--- config.mk ---
export PLATFORM = sky130hd
export DESIGN_NAME = dma_trig_irq
export DESIGN_NICKNAME = d
export VERILOG_FILES = /design/src/pkg/dma_trig_pkg.sv /design/src/rtl/dma_trig_irq.sv
export VERILOG_INCLUDE_DIRS = /design/src /design/src/pkg
export SDC_FILE = /design/constraint.sdc
export NUM_CORES = 1
export LEC_CHECK = 0
export BUFFER_PORTS_ARGS = -buffer_cell sky130_fd_sc_hd__buf_4
export CAP_MARGIN = 20
export CORE_MARGIN = 2
export CORE_UTILIZATION = 45
export DETAILED_ROUTE_END_ITERATION = 16
export GPL_ROUTABILITY_DRIVEN = 0
export GPL_TIMING_DRIVEN = 0
export SYNTH_ARGS = -nofsm -noshare
export SYNTH_HDL_FRONTEND = slang
export SYNTH_SLANG_ARGS = --single-unit
--- constraint.sdc ---
create_clock -name clk_i -period 27.8 [get_ports clk_i]
set_clock_uncertainty 0.2 [all_clocks]
set_input_delay 1.39 -clock clk_i [delete_from_list [all_inputs] [get_ports clk_i]]
set_output_delay 1.39 -clock clk_i [all_outputs]
set_load 0.005 [all_outputs]
--- src/pkg/dma_trig_map.svh ---
// Register offsets, field positions, reset values and codes for the DMA trigger/interrupt block.
// Assumes a Wishbone slave with 32-bit data and byte addresses.
`ifndef DMA_TRIG_MAP_SVH
`define DMA_TRIG_MAP_SVH
`define OFS_TRIG_SEL0    8'h00
`define OFS_TRIG_SEL1    8'h04
`define OFS_RT_TRIG_SEL  8'h08
`define OFS_CH_CONFIG    8'h0C
`define OFS_CH_STATUS    8'h10
`define OFS_RT_CONFIG    8'h14
`define OFS_RT_STATUS    8'h18
`define OFS_IRQ_STATUS   8'h1C
`define OFS_IRQ_MASK     8'h20
`define OFS_CH_CTRL      8'h24
`define OFS_AREA_SIZE    8'h28
`define OFS_BASE_ADDR    8'h2C
`define OFS_CUR_ADDR     8'h30
`define OFS_EVENT_IN     8'h34
`define SRC_EXT0         7'h01
`define SRC_EXT1         7'h02
`define SRC_RT_EXT       7'h03
`define BIT_DETECT_MASK  0
`define BIT_OUTPUT_MASK  0
`define BIT_CH_PEND      1
`define IRQ_CH           0
`define IRQ_RT           1
`define IRQ_BUSERR       2
`define IRQ_WIDTH        3
`define RESET_WORD       32'h0000_0000
`endif

--- src/pkg/dma_trig_pkg.sv ---
// Types shared by the DMA trigger/interrupt block.
// Constants live in dma_trig_map.svh.
package dma_trig_pkg;
  typedef struct packed {
    logic [7:0]  adr;
    logic [31:0] dat;
    logic [3:0]  sel;
    logic        we;
    logic        cyc;
    logic        stb;
  } wb_req_s;
  typedef enum logic [2:0] {
    ST_IDLE  = 3'b001,
    ST_BURST = 3'b010,
    ST_SKIP  = 3'b100
  } walk_e;
endpackage

--- src/rtl/dma_trig_irq.sv ---
// DMA trigger selection, skip-space address stepping and interrupt generation.
// Assumes a classic Wishbone master, synchronous request pins, one clock.
// Notes on behaviour
// - Areas take separate continuous and skip sizes; skip follows each continuous run.
// - Trigger code 01H picks input 0, 02H input 1, 03H the real-time input.
// - Each external input triggers only through its own select register.
// - Completion raises channel interrupt unless detection mask or output mask is one.
// - Invalid link descriptor raises channel interrupt unless its descriptor mask or output mask is one.
// - Bus error response raises the bus-error interrupt, with no masks applied.
`timescale 1ns/100ps
`include "dma_trig_map.svh"
module dma_trig_irq
  import dma_trig_pkg::*;
#(
  parameter int AW = 32
) (
  input  wire logic          clk_i,
  input  wire logic          rst_i,
  input  wire logic          ce_i,
  input  wire logic [7:0]    adr_i,
  input  wire logic [31:0]   dat_i,
  input  wire logic [3:0]    sel_i,
  input  wire logic          we_i,
  input  wire logic          cyc_i,
  input  wire logic          stb_i,
  output logic [31:0]        dat_o,
  output logic               ack_o,
  input  wire logic          ext_request_in0_n_i,
  input  wire logic          ext_request_in1_n_i,
  input  wire logic          rt_ext_request_in_n_i,
  input  wire logic          xfer_done_i,
  input  wire logic          rt_xfer_done_i,
  input  wire logic          desc_invalid_i,
  input  wire logic          descriptor_invalid_mask_i,
  input  wire logic          rt_desc_invalid_i,
  input  wire logic          rt_descriptor_invalid_mask_i,
  input  wire logic          bus_err_resp_i,
  output logic               trigger_o,
  output logic               rt_trigger_o,
  output logic [AW-1:0]      access_addr_o,
  output logic               access_valid_o,
  output logic               channel_irq_o,
  output logic               rt_channel_irq_o,
  output logic               bus_error_irq_o,
  output logic               irq_o
);
  wb_req_s       req;
  logic [31:0]   trigger_select_reg;
  logic [31:0]   trigger_select_reg1;
  logic [31:0]   rt_trigger_select_reg;
  logic [31:0]   channel_config_reg;
  logic [31:0]   channel_status_reg;
  logic [31:0]   rt_channel_config_reg;
  logic [31:0]   rt_channel_status_reg;
  logic [`IRQ_WIDTH-1:0] irq_status;
  logic [`IRQ_WIDTH-1:0] irq_mask;
  logic [31:0]   area_size;
  logic [AW-1:0] base_addr;
  logic          run_en;
  logic          ch_pend;
  logic          rt_pend;
  logic          wr_hit;
  logic          ch_event;
  logic          rt_event;
  logic [`IRQ_WIDTH-1:0] ev_vec;
  logic [15:0]   run_cnt;
  logic [15:0]   skip_cnt;
  logic [AW-1:0] walk_addr;
  logic          ch_out_mask;
  logic          rt_out_mask;
  walk_e         walk;
  logic [31:0]   next_dat;
  logic          req0;
  logic          req1;
  logic          reqrt;

  assign req = '{adr: adr_i, dat: dat_i, sel: sel_i, we: we_i, cyc: cyc_i, stb: stb_i};
  assign wr_hit = req.cyc & req.stb & req.we & ~ack_o & ce_i;

  function automatic logic [31:0] merge(input logic [31:0] old, input logic [31:0] nw,
                                        input logic [3:0] be);
    logic [31:0] r;
    r = old;
    for (int i = 0; i < 4; i++) begin
      if (be[i]) begin
        r[i*8 +: 8] = nw[i*8 +: 8];
      end
    end
    return r;
  endfunction

  // Code match: a source fires only from the register that owns it
  function automatic logic src_hit(input logic [31:0] selreg, input logic [6:0] code);
    return selreg[6:0] == code;
  endfunction

  assign req0  = ~ext_request_in0_n_i;
  assign req1  = ~ext_request_in1_n_i;
  assign reqrt = ~rt_ext_request_in_n_i;

  // Select register 1 ignores code 01H, register 0 ignores 02H
  always_ff @(posedge clk_i or posedge rst_i) begin
    if (rst_i) begin
      trigger_o    <= 1'b0;
      rt_trigger_o <= 1'b0;
    end else if (ce_i) begin
      trigger_o    <= (src_hit(trigger_select_reg, `SRC_EXT0) & req0) |
                      (src_hit(trigger_select_reg1, `SRC_EXT1) & req1);
      rt_trigger_o <= src_hit(rt_trigger_select_reg, `SRC_RT_EXT) & reqrt;
    end
  end

  // Register writes
  always_ff @(posedge clk_i or posedge rst_i) begin
    if (rst_i) begin
      trigger_select_reg    <= `RESET_WORD;
      trigger_select_reg1   <= `RESET_WORD;
      rt_trigger_select_reg <= `RESET_WORD;
      channel_config_reg    <= `RESET_WORD;
      rt_channel_config_reg <= `RESET_WORD;
      irq_mask              <= '0;
      area_size             <= `RESET_WORD;
      base_addr             <= '0;
      run_en                <= 1'b0;
      ch_out_mask           <= 1'b0;
      rt_out_mask           <= 1'b0;
    end else if (wr_hit) begin
      unique case (req.adr)
        `OFS_TRIG_SEL0:   trigger_select_reg    <= merge(trigger_select_reg, req.dat, req.sel);
        `OFS_TRIG_SEL1:   trigger_select_reg1   <= merge(trigger_select_reg1, req.dat, req.sel);
        `OFS_RT_TRIG_SEL: rt_trigger_select_reg <= merge(rt_trigger_select_reg, req.dat, req.sel);
        `OFS_CH_CONFIG:   channel_config_reg    <= merge(channel_config_reg, req.dat, req.sel);
        `OFS_RT_CONFIG:   rt_channel_config_reg <= merge(rt_channel_config_reg, req.dat, req.sel);
        `OFS_CH_STATUS: begin
          if (req.sel[0]) begin
            ch_out_mask <= req.dat[`BIT_OUTPUT_MASK];
          end
        end
        `OFS_RT_STATUS: begin
          if (req.sel[0]) begin
            rt_out_mask <= req.dat[`BIT_OUTPUT_MASK];
          end
        end
        `OFS_IRQ_MASK: begin
          if (req.sel[0]) begin
            irq_mask <= req.dat[`IRQ_WIDTH-1:0];
          end
        end
        `OFS_CH_CTRL: begin
          if (req.sel[0]) begin
            run_en <= req.dat[0];
          end
        end
        `OFS_AREA_SIZE:   area_size <= merge(area_size, req.dat, req.sel);
        `OFS_BASE_ADDR:   base_addr <= AW'(merge(32'(base_addr), req.dat, req.sel));
        default: ;
      endcase
    end
  end
  assign channel_status_reg    = {30'h0, ch_pend, ch_out_mask};
  assign rt_channel_status_reg = {30'h0, rt_pend, rt_out_mask};

  // Detection masks stop the pending bit; descriptor mask gates invalid events
  assign ch_event = (xfer_done_i & ~channel_config_reg[`BIT_DETECT_MASK]) |
                    (desc_invalid_i & ~descriptor_invalid_mask_i);
  assign rt_event = (rt_xfer_done_i & ~rt_channel_config_reg[`BIT_DETECT_MASK]) |
                    (rt_desc_invalid_i & ~rt_descriptor_invalid_mask_i);
  assign ev_vec = {bus_err_resp_i, rt_event, ch_event};

  // Set wins over write-one-to-clear
  always_ff @(posedge clk_i or posedge rst_i) begin
    if (rst_i) begin
      ch_pend    <= 1'b0;
      rt_pend    <= 1'b0;
      irq_status <= '0;
    end else if (ce_i) begin
      if (ch_event) begin
        ch_pend <= 1'b1;
      end else if (wr_hit && req.adr == `OFS_CH_STATUS && req.sel[0] && req.dat[`BIT_CH_PEND]) begin
        ch_pend <= 1'b0;
      end
      if (rt_event) begin
        rt_pend <= 1'b1;
      end else if (wr_hit && req.adr == `OFS_RT_STATUS && req.sel[0] && req.dat[`BIT_CH_PEND]) begin
        rt_pend <= 1'b0;
      end
      if (wr_hit && req.adr == `OFS_IRQ_STATUS && req.sel[0]) begin
        irq_status <= (irq_status & ~req.dat[`IRQ_WIDTH-1:0]) | ev_vec;
      end else begin
        irq_status <= irq_status | ev_vec;
      end
    end
  end

  always_ff @(posedge clk_i or posedge rst_i) begin
    if (rst_i) begin
      channel_irq_o    <= 1'b0;
      rt_channel_irq_o <= 1'b0;
      bus_error_irq_o  <= 1'b0;
      irq_o            <= 1'b0;
    end else if (ce_i) begin
      channel_irq_o    <= ch_pend & ~channel_status_reg[`BIT_OUTPUT_MASK];
      rt_channel_irq_o <= rt_pend & ~rt_channel_status_reg[`BIT_OUTPUT_MASK];
      bus_error_irq_o  <= bus_err_resp_i;
      irq_o            <= |(irq_status & ~irq_mask);
    end
  end

  // Skip-space walk: area_size[15:0] continuous words, [31:16] skipped words
  always_ff @(posedge clk_i or posedge rst_i) begin
    if (rst_i) begin
      walk           <= ST_IDLE;
      run_cnt        <= 16'h0000;
      skip_cnt       <= 16'h0000;
      walk_addr      <= '0;
      access_addr_o  <= '0;
      access_valid_o <= 1'b0;
    end else if (ce_i) begin
      access_valid_o <= 1'b0;
      unique case (walk)
        ST_IDLE: begin
          if (run_en && area_size[15:0] != 16'h0000) begin
            walk          <= ST_BURST;
            walk_addr     <= base_addr;
            run_cnt       <= 16'h0000;
          end
        end
        ST_BURST: begin
          if (!run_en) begin
            walk <= ST_IDLE;
          end else if (trigger_o || rt_trigger_o) begin
            access_valid_o <= 1'b1;
            access_addr_o  <= walk_addr;
            walk_addr      <= walk_addr + AW'(4);
            if (run_cnt + 16'h0001 == area_size[15:0]) begin
              run_cnt  <= 16'h0000;
              skip_cnt <= area_size[31:16];
              walk     <= (area_size[31:16] == 16'h0000) ? ST_BURST : ST_SKIP;
            end else begin
              run_cnt <= run_cnt + 16'h0001;
            end
          end
        end
        ST_SKIP: begin
          // One skipped word per cycle keeps the adder narrow
          walk_addr     <= walk_addr + AW'(4);
          skip_cnt      <= skip_cnt - 16'h0001;
          if (skip_cnt == 16'h0001) begin
            walk <= ST_BURST;
          end
        end
      endcase
    end
  end

  always_comb begin
    next_dat = 32'h0000_0000;
    unique case (req.adr)
      `OFS_TRIG_SEL0:   next_dat = trigger_select_reg;
      `OFS_TRIG_SEL1:   next_dat = trigger_select_reg1;
      `OFS_RT_TRIG_SEL: next_dat = rt_trigger_select_reg;
      `OFS_CH_CONFIG:   next_dat = channel_config_reg;
      `OFS_CH_STATUS:   next_dat = channel_status_reg;
      `OFS_RT_CONFIG:   next_dat = rt_channel_config_reg;
      `OFS_RT_STATUS:   next_dat = rt_channel_status_reg;
      `OFS_IRQ_STATUS:  next_dat = {29'h0, irq_status};
      `OFS_IRQ_MASK:    next_dat = {29'h0, irq_mask};
      `OFS_CH_CTRL:     next_dat = {31'h0, run_en};
      `OFS_AREA_SIZE:   next_dat = area_size;
      `OFS_BASE_ADDR:   next_dat = 32'(base_addr);
      `OFS_CUR_ADDR:    next_dat = 32'(access_addr_o);
      `OFS_EVENT_IN:    next_dat = {29'h0, reqrt, req1, req0};
      default:          next_dat = 32'h0000_0000;
    endcase
  end

  // Unmapped addresses ack with zero rather than stall the bus
  always_ff @(posedge clk_i or posedge rst_i) begin
    if (rst_i) begin
      ack_o <= 1'b0;
      dat_o <= 32'h0000_0000;
    end else if (ce_i) begin
      ack_o <= req.cyc & req.stb & ~ack_o;
      dat_o <= next_dat;
    end
  end

  trig_sel_a: assert property (@(posedge clk_i) disable iff (rst_i)
    ce_i && req1 && src_hit(trigger_select_reg, `SRC_EXT1) && !src_hit(trigger_select_reg1, `SRC_EXT1)
    && !(src_hit(trigger_select_reg, `SRC_EXT0) && req0) |=> !trigger_o)
    else $error("input 1 fired through wrong select register");
  trig_code_a: assert property (@(posedge clk_i) disable iff (rst_i)
    ce_i && reqrt && src_hit(rt_trigger_select_reg, `SRC_RT_EXT) |=> rt_trigger_o)
    else $error("real-time trigger missed");
  done_irq_a: assert property (@(posedge clk_i) disable iff (rst_i)
    ce_i && xfer_done_i && !channel_config_reg[0] && !channel_status_reg[0] && !wr_hit
    ##1 ce_i && !wr_hit && !channel_status_reg[0] |=> channel_irq_o)
    else $error("completion interrupt missing");
  det_mask_a: assert property (@(posedge clk_i) disable iff (rst_i)
    ce_i && !ch_pend && !ch_event |=> !ch_pend)
    else $error("pending set without event");
  out_mask_a: assert property (@(posedge clk_i) disable iff (rst_i)
    ce_i && channel_status_reg[0] |=> !channel_irq_o)
    else $error("output mask ignored");
  desc_irq_a: assert property (@(posedge clk_i) disable iff (rst_i)
    ce_i && desc_invalid_i && !descriptor_invalid_mask_i |=> ch_pend)
    else $error("invalid descriptor not flagged");
  bus_err_a: assert property (@(posedge clk_i) disable iff (rst_i)
    ce_i && bus_err_resp_i |=> bus_error_irq_o && irq_status[`IRQ_BUSERR])
    else $error("bus error interrupt missing");
  skip_step_a: assert property (@(posedge clk_i) disable iff (rst_i)
    ce_i && walk == ST_SKIP |=> walk_addr == $past(walk_addr) + AW'(4) || !ce_i)
    else $error("skip did not advance address");
  ack_once_a: assert property (@(posedge clk_i) disable iff (rst_i)
    ack_o |=> !ack_o)
    else $error("ack longer than one cycle");
  skip_c: cover property (@(posedge clk_i) disable iff (rst_i) walk == ST_SKIP ##1 walk == ST_BURST);
  irq_c: cover property (@(posedge clk_i) disable iff (rst_i) channel_irq_o && bus_error_irq_o);
  trig_c: cover property (@(posedge clk_i) disable iff (rst_i) trigger_o ##1 rt_trigger_o);
endmodule

==> results of run 1 <==
==> metal layers <==
metal | up-vias | wire (um) | global-route usage
met4 | 0 | 2760 | 0.128
li1 | 6274 | - | -
met5 | - | 0 | 0
met1 | 7371 | 26200 | 0.419
met3 | 136 | 4460 | 0.0551
met2 | 641 | 27600 | 0.452
==> worst paths after layout <==
kind	to	slack (ns)	cells past startpoint
worst max-delay path	dat_o[17]	22.88	9
min in group asynchronous	dat_o[25]	0.69	2
worst min-delay path	walk[0]	0.28	2
max in group asynchronous	channel_config_reg[13]	25.27	4
worst min register to register	walk[0]	0.28	2
worst max register to register	run_cnt[11]	24.30	8
==> placed cells by master (no fill, tap or decap), types with 36 or more instances in the layout <==
| cell | synthesis | routed |
|---|---|---|
| a22oi_1 | 112 | 112 |
| a21oi_1 | 72 | 72 |
| nand3_1 | 36 | 36 |
| clkbuf_16 | 0 | 43 |
| buf_4 | 0 | 130 |
| o21ai_0 | 77 | 77 |
| nor2_1 | 116 | 116 |
| dfrtp_1 | 373 | 373 |
| inv_1 | 56 | 55 |
| clkbuf_1 | 60 | 69 |
| nand2_1 | 85 | 85 |
| mux2_2 | 263 | 263 |
==> critical path, stage by stage <==
cell and delay [ns]:
clkbuf_1 0.18, or4_1 0.55, clkbuf_1 0.18, nor2_1 0.86
clkbuf_1 0.92, buf_2 0.53, a22oi_1 0.18, a41o_1 0.30
o21ai_0 0.08
==> power breakdown <==
group / switching [mW] / internal (mW) / total, mW
Clock: 0.234 / 0.335 / 0.570
Combinational: 0.223 / 0.141 / 0.364
Sequential: 0.0729 / 0.604 / 0.677
Total: 0.530 / 1.08 / 1.61
==> per-stage QoR <==
step / cell area [um^2] / power (mW)
2_1_floorplan: 17700 / 0.885
3_3_place_gp: 19400 / 1.03
3_5_place_dp: 19500 / 1.04
4_1_cts: 20900 / 1.61
5_1_grt: 20900 / 1.67
6_report: 20900 / 1.61
==> area by class of cell <==
class	count	area (um^2)	share of cell area
Buffer	78	319	0.0153
Multi-Input combinational cell	1071	7850	0.375
Timing Repair Buffer	140	1130	0.0542
Inverter	56	218	0.0104
Clock buffer	61	1230	0.0590
Sequential cell	374	9360	0.448
Tap cell	518	648	0.0310
Clock inverter	13	150	0.00718
==> cell families after synthesis <==
| logic type | Yosys count | synth area share |
|---|---|---|
| adder cells (fa/ha/maj) | 4 | 0.00282 |
| multiplexers | 265 | 0.168 |
| XOR/XNOR | 16 | 0.00790 |
| AND/OR/NAND/NOR | 382 | 0.109 |
| buffers and inverters | 134 | 0.0298 |
| flip-flops | 374 | 0.528 |
| AO/OA/AOI/OAI | 404 | 0.155 |
==> flow_metrics.py, run 1 <==
metrics = {
    "cts": {
        "clk_latency_ns": 0.58,
        "cts_buffers": 42,
        "cts_tree": "done",
        "cts_resized": 0,
        "cts.sinks": 374,
        "cts-htree-levels": 2,
        "post_cts_buffers": 0,
        "root_buffer": "clkbuf_16",
        "clk_pin_slew_ns": 0.06,
        "ctsHoldBuffers": 0,
        "clockBufferDepth": 3,
    },
    "placed_design": {
        "place_inst": 2233,
        "io_buffers": 130,
        "pre_cts_slack_ns": 22.44,
        "dpl.hpwl_um": 42300,
    },
    "synth": {
        "synth.area.top_cells": "dfrtp_1, mux2_2, a22oi_1",
        "synth_top_area_cell": "dfrtp_1",
        "synth_edf_count": 0,
        "synthesis.nets": 1643,
        "synth_cells": 1579,
        "synth_ff_type": "dfrtp_1",
        "yosysWarnings": 0,
        "synth_cell_types": 74,
        "ys_top_cells_by_count": "dfrtp_1, mux2_2, nor2_1",
        "async_flop_share": 1.00,
        "synth_most_common_cell": "dfrtp_1",
        "yosys.area.top_type_share": 0.526,
        "ys_ff_latch": 374,
        "synth_seq_area_share": 0.528,
        "syn-cell-area_mm2": 0.0177,
        "syn_avg_cell_area_um2": 11.2,
    },
    "global_route": {
        "grt_overflow": 0,
        "grt_max_degree": 104,
        "grt_pass1_vias": 13900,
        "grt_usage": 0.298,
        "antenna_found_initial": 0,
        "grt_first_pass_wirelength_um": 91000,
    },
    "critical_path": {
        "start_kind": "input pin",
        "critPathKind": "in -> reg",
        "cp_max_fo": 10,
        "regToRegStartpoint": "area_size[12]",
        "worstPathArrival_ns": 5.20,
        "crit_path_end_kind": "flop",
        "crit_required_ns": 28.09,
        "crit_start": "adr_i[3]",
    },
    "drt": {
        "vias": 14400,
        "wl_um": 61100,
        "first_pass_iters": 8,
        "wl_per_cell_um": 26.4,
        "remaining_drc_errors": 0,
        "antenna_left": 0,
        "first_iter_violations": 1482,
        "routed_via_density": 6.24,
    },
    "floorplan": {
        "row_count": 72,
        "die-area_mm2": 0.0410,
        "die_height_um": 203,
        "die_width_um": 203,
        "start_util": 0.458,
        "core_area_mm2": 0.0387,
        "io_pins": 132,
    },
    "worst_hold_path": {
        "hp-class": "reg -> reg",
        "min_from": "walk[0]",
    },
    "sta": {
        "worstMarginPinSlew_ns": 1.28,
        "holdWs_ns": 0.281,
        "finalHoldViolations": 0,
        "rsz0062_at_grt": "no",
        "fmaxAchievable_mhz": 203,
        "drv_slew": 0,
        "setup_viol": 0,
        "timing.final.ws_setup_ns": 22.88,
        "finalCritPeriodShare": 0.177,
        "maxSlewHeadroom": 0.147,
        "fin_crit_ns": 4.92,
        "setup_tns_ns": 0,
    },
    "final_layout": {
        "drive_above_1_share": 0.282,
        "fin_util": 0.540,
        "nFillCells": 3480,
        "diodes": 0,
        "instances_no_fill": 2311,
        "fin_nets": 1827,
        "synthToLayoutAreaGrowth_pct": 17.9,
    },
    "power": {
        "ir_drop_mv": 0.0588,
        "powerDensity_mw_per_mm2": 77.0,
        "leakage_nw": 9.18,
    },
    "status": {
        "status": "complete, no violations",
    },
    "job": {
        "drv_cap": 0,
    },
}
Power figures use the tool's default switching activity.
==> run 2, diff against run 1 <==
==> constraint.sdc (replaced) <==
create_clock -name clk_i -period 4.8 [get_ports clk_i]
set_clock_uncertainty 0.2 [all_clocks]
set_input_delay 0.24 -clock clk_i [delete_from_list [all_inputs] [get_ports clk_i]]
set_output_delay 0.24 -clock clk_i [all_outputs]
set_load 0.005 [all_outputs]
==> flow_metrics.py, run 2 (synthesized netlist as in run 1, its figures left out) <==
metrics = {
    "status": {
        "status": "complete, no violations",
    },
    "power": {
        "powerDensity_mw_per_mm2": 432,
        "ir_drop_mv": 0.292,
        "p_clk_frac": 0.342,
        "leakage_nw": 9.36,
        "p_sw_frac": 0.329,
        "intPower_mw": 6.19,
        "p_comb_frac": 0.233,
        "net-switching-power_mw": 3.04,
        "pwr-share-seq": 0.425,
    },
    "global_route": {
        "antenna_found_initial": 0,
        "grt_first_pass_wirelength_um": 90900,
        "grt_usage": 0.298,
        "grt_overflow": 0,
        "grt_pass1_vias": 14000,
        "grt_max_degree": 43,
    },
    "final_layout": {
        "layout_commonest_cell": "dfrtp_1",
        "drive_above_1_share": 0.273,
        "synthToLayoutAreaGrowth_pct": 20.5,
        "layout_common_cells": "dfrtp_1, mux2_2, buf_4",
        "fin_nets": 1877,
        "instances_no_fill": 2358,
        "diodes": 0,
    },
    "cts": {
        "cts_tree": "done",
        "cts-htree-levels": 2,
        "root_buffer": "clkbuf_16",
        "cts_buffers": 42,
        "clk_latency_ns": 0.57,
        "cts.sinks": 374,
        "clockBufferDepth": 3,
        "post_cts_buffers": 0,
        "clk_pin_slew_ns": 0.06,
    },
    "sta": {
        "fmaxAchievable_mhz": 260,
        "worstMarginPinSlew_ns": 1.25,
        "maxSlewHeadroom": 0.166,
        "rsz0062_at_grt": "no",
        "finalCritPeriodShare": 0.801,
        "finalHoldViolations": 0,
        "fin_crit_ns": 3.84,
        "timing.final.ws_setup_ns": 0.957,
        "setup_viol": 0,
        "drv_slew": 0,
    },
    "drt": {
        "first_iter_violations": 1364,
        "wl_met2_um": 27800,
        "remaining_drc_errors": 0,
        "wl_per_cell_um": 25.8,
        "first_pass_iters": 5,
        "routed_via_density": 6.16,
        "vias": 14500,
        "met3_length_um": 4530,
        "top_layer": "met4",
        "wl_um": 60900,
        "antenna_left": 0,
        "wl_met1_um": 25700,
    },
    "critical_path": {
        "cpPeakStageDelay_ns": 0.95,
        "critPathKind": "in -> reg",
        "crit_required_ns": 5.08,
        "critical-path-top-delay-family": "buffers and inverters",
        "slowest_stage": "clkbuf_1",
        "cp_max_fo": 10,
        "worstPathArrival_ns": 4.12,
        "critPathBufInv": 4,
        "cp_cell_sequence": "clkbuf_1, or4_1, clkbuf_1, nor2_1, clkbuf_1, buf_2, a22oi_1, a41o_1, o21ai_0",
        "crit_path_end_kind": "flop",
        "cp_common_cell": "clkbuf_1",
        "start_kind": "input pin",
    },
    "floorplan": {
        "io_pins": 132,
        "start_util": 0.458,
        "die_height_um": 203,
        "die-area_mm2": 0.0410,
        "row_count": 72,
        "die_width_um": 203,
        "core_area_mm2": 0.0387,
    },
    "placed_design": {
        "io_buffers": 130,
        "place_inst": 2239,
        "dpl.hpwl_um": 42600,
        "pre_cts_slack_ns": 0.563,
    },
    "job": {
        "drv_cap": 0,
    },
    "worst_hold_path": {
        "hp-class": "in -> async",
    },
}
==> run 2: cell count changes in the layout (fill, tap and decap cells not counted), moves of 3 or more <==
| cell | delta |
|---|---|
| clkbuf_1 | +4 |
| dlygate4sd3_1 | +46 |
| buf_16 | -3 |
| buf_12 | +11 |
| clkbuf_8 | -3 |
==> run 2: power groups by stage <==
stage / Combinational, mW / Clock (mW) / Sequential (mW)
2_1_floorplan: 1.31 / 0 / 3.81
3_3_place_gp: 2.01 / 0 / 3.96
3_5_place_dp: 2.08 / 0 / 3.96
4_1_cts: 2.12 / 3.20 / 3.91
5_1_grt: 2.34 / 3.32 / 3.96
6_report: 2.15 / 3.15 / 3.92
==> run 2: metal layers <==
layer / GRT usage / vias up
met5: 0 / -
met4: 0.140 / 0
met3: 0.0464 / 128
met2: 0.458 / 626
met1: 0.417 / 7385
li1: - / 6386
==> run 2: path summary, 6_finish.rpt <==
kind                                     from                endpoint  slack (ns)  cells after the start
worst max-delay path                 adr_i[3]               dat_o[17]        0.96                      9
worst min-delay path                    rst_i           walk_addr[28]        0.09                      3
worst max register to register  area_size[12]             run_cnt[11]        1.25                      8
worst min register to register        walk[0]                 walk[0]        0.28                      2
max in group asynchronous               rst_i  channel_config_reg[10]        2.83                      8
min in group clk_i                   adr_i[2]                  run_en        0.12                      5
==> run 2: worst min-delay path: stages <==
cell           delay (ns)
dlygate4sd3_1        0.54
buf_4                0.14
clkinvlp_4           0.37
==> run 2: final cells by class <==
type | count | area (um^2)
Fill cell | 3448 | 17400
Sequential cell | 374 | 9360
Multi-Input combinational cell | 1071 | 7850
Timing Repair Buffer | 190 | 1680
Clock buffer | 62 | 1210
Tap cell | 518 | 648
Buffer | 78 | 319
Inverter | 56 | 214
Clock inverter | 9 | 101
==> run 2: repair_timing <==
item,4_1_cts,5_1_grt
resized for setup,0,0
endpoints found under the setup margin,0,0
endpoints found under the hold margin,304,0
hold buffers,46,0
==> run 2: through the flow <==
stage / TNS, ns / total power, mW / utilization / hold slack [ns] / instance area (um^2)
floorplan: -246.66 / 5.13 / - / 0.157 / 17700
global placement: -1116.06 / 5.98 / 0.500 / 0.271 / 19400
detailed placement: 0 / 6.04 / 0.506 / 0.120 / 19600
CTS: 0 / 9.22 / 0.551 / 0.0758 / 21400
global route: 0 / 9.63 / 0.552 / 0.128 / 21400
finish: 0 / 9.23 / 0.552 / 0.0899 / 21400
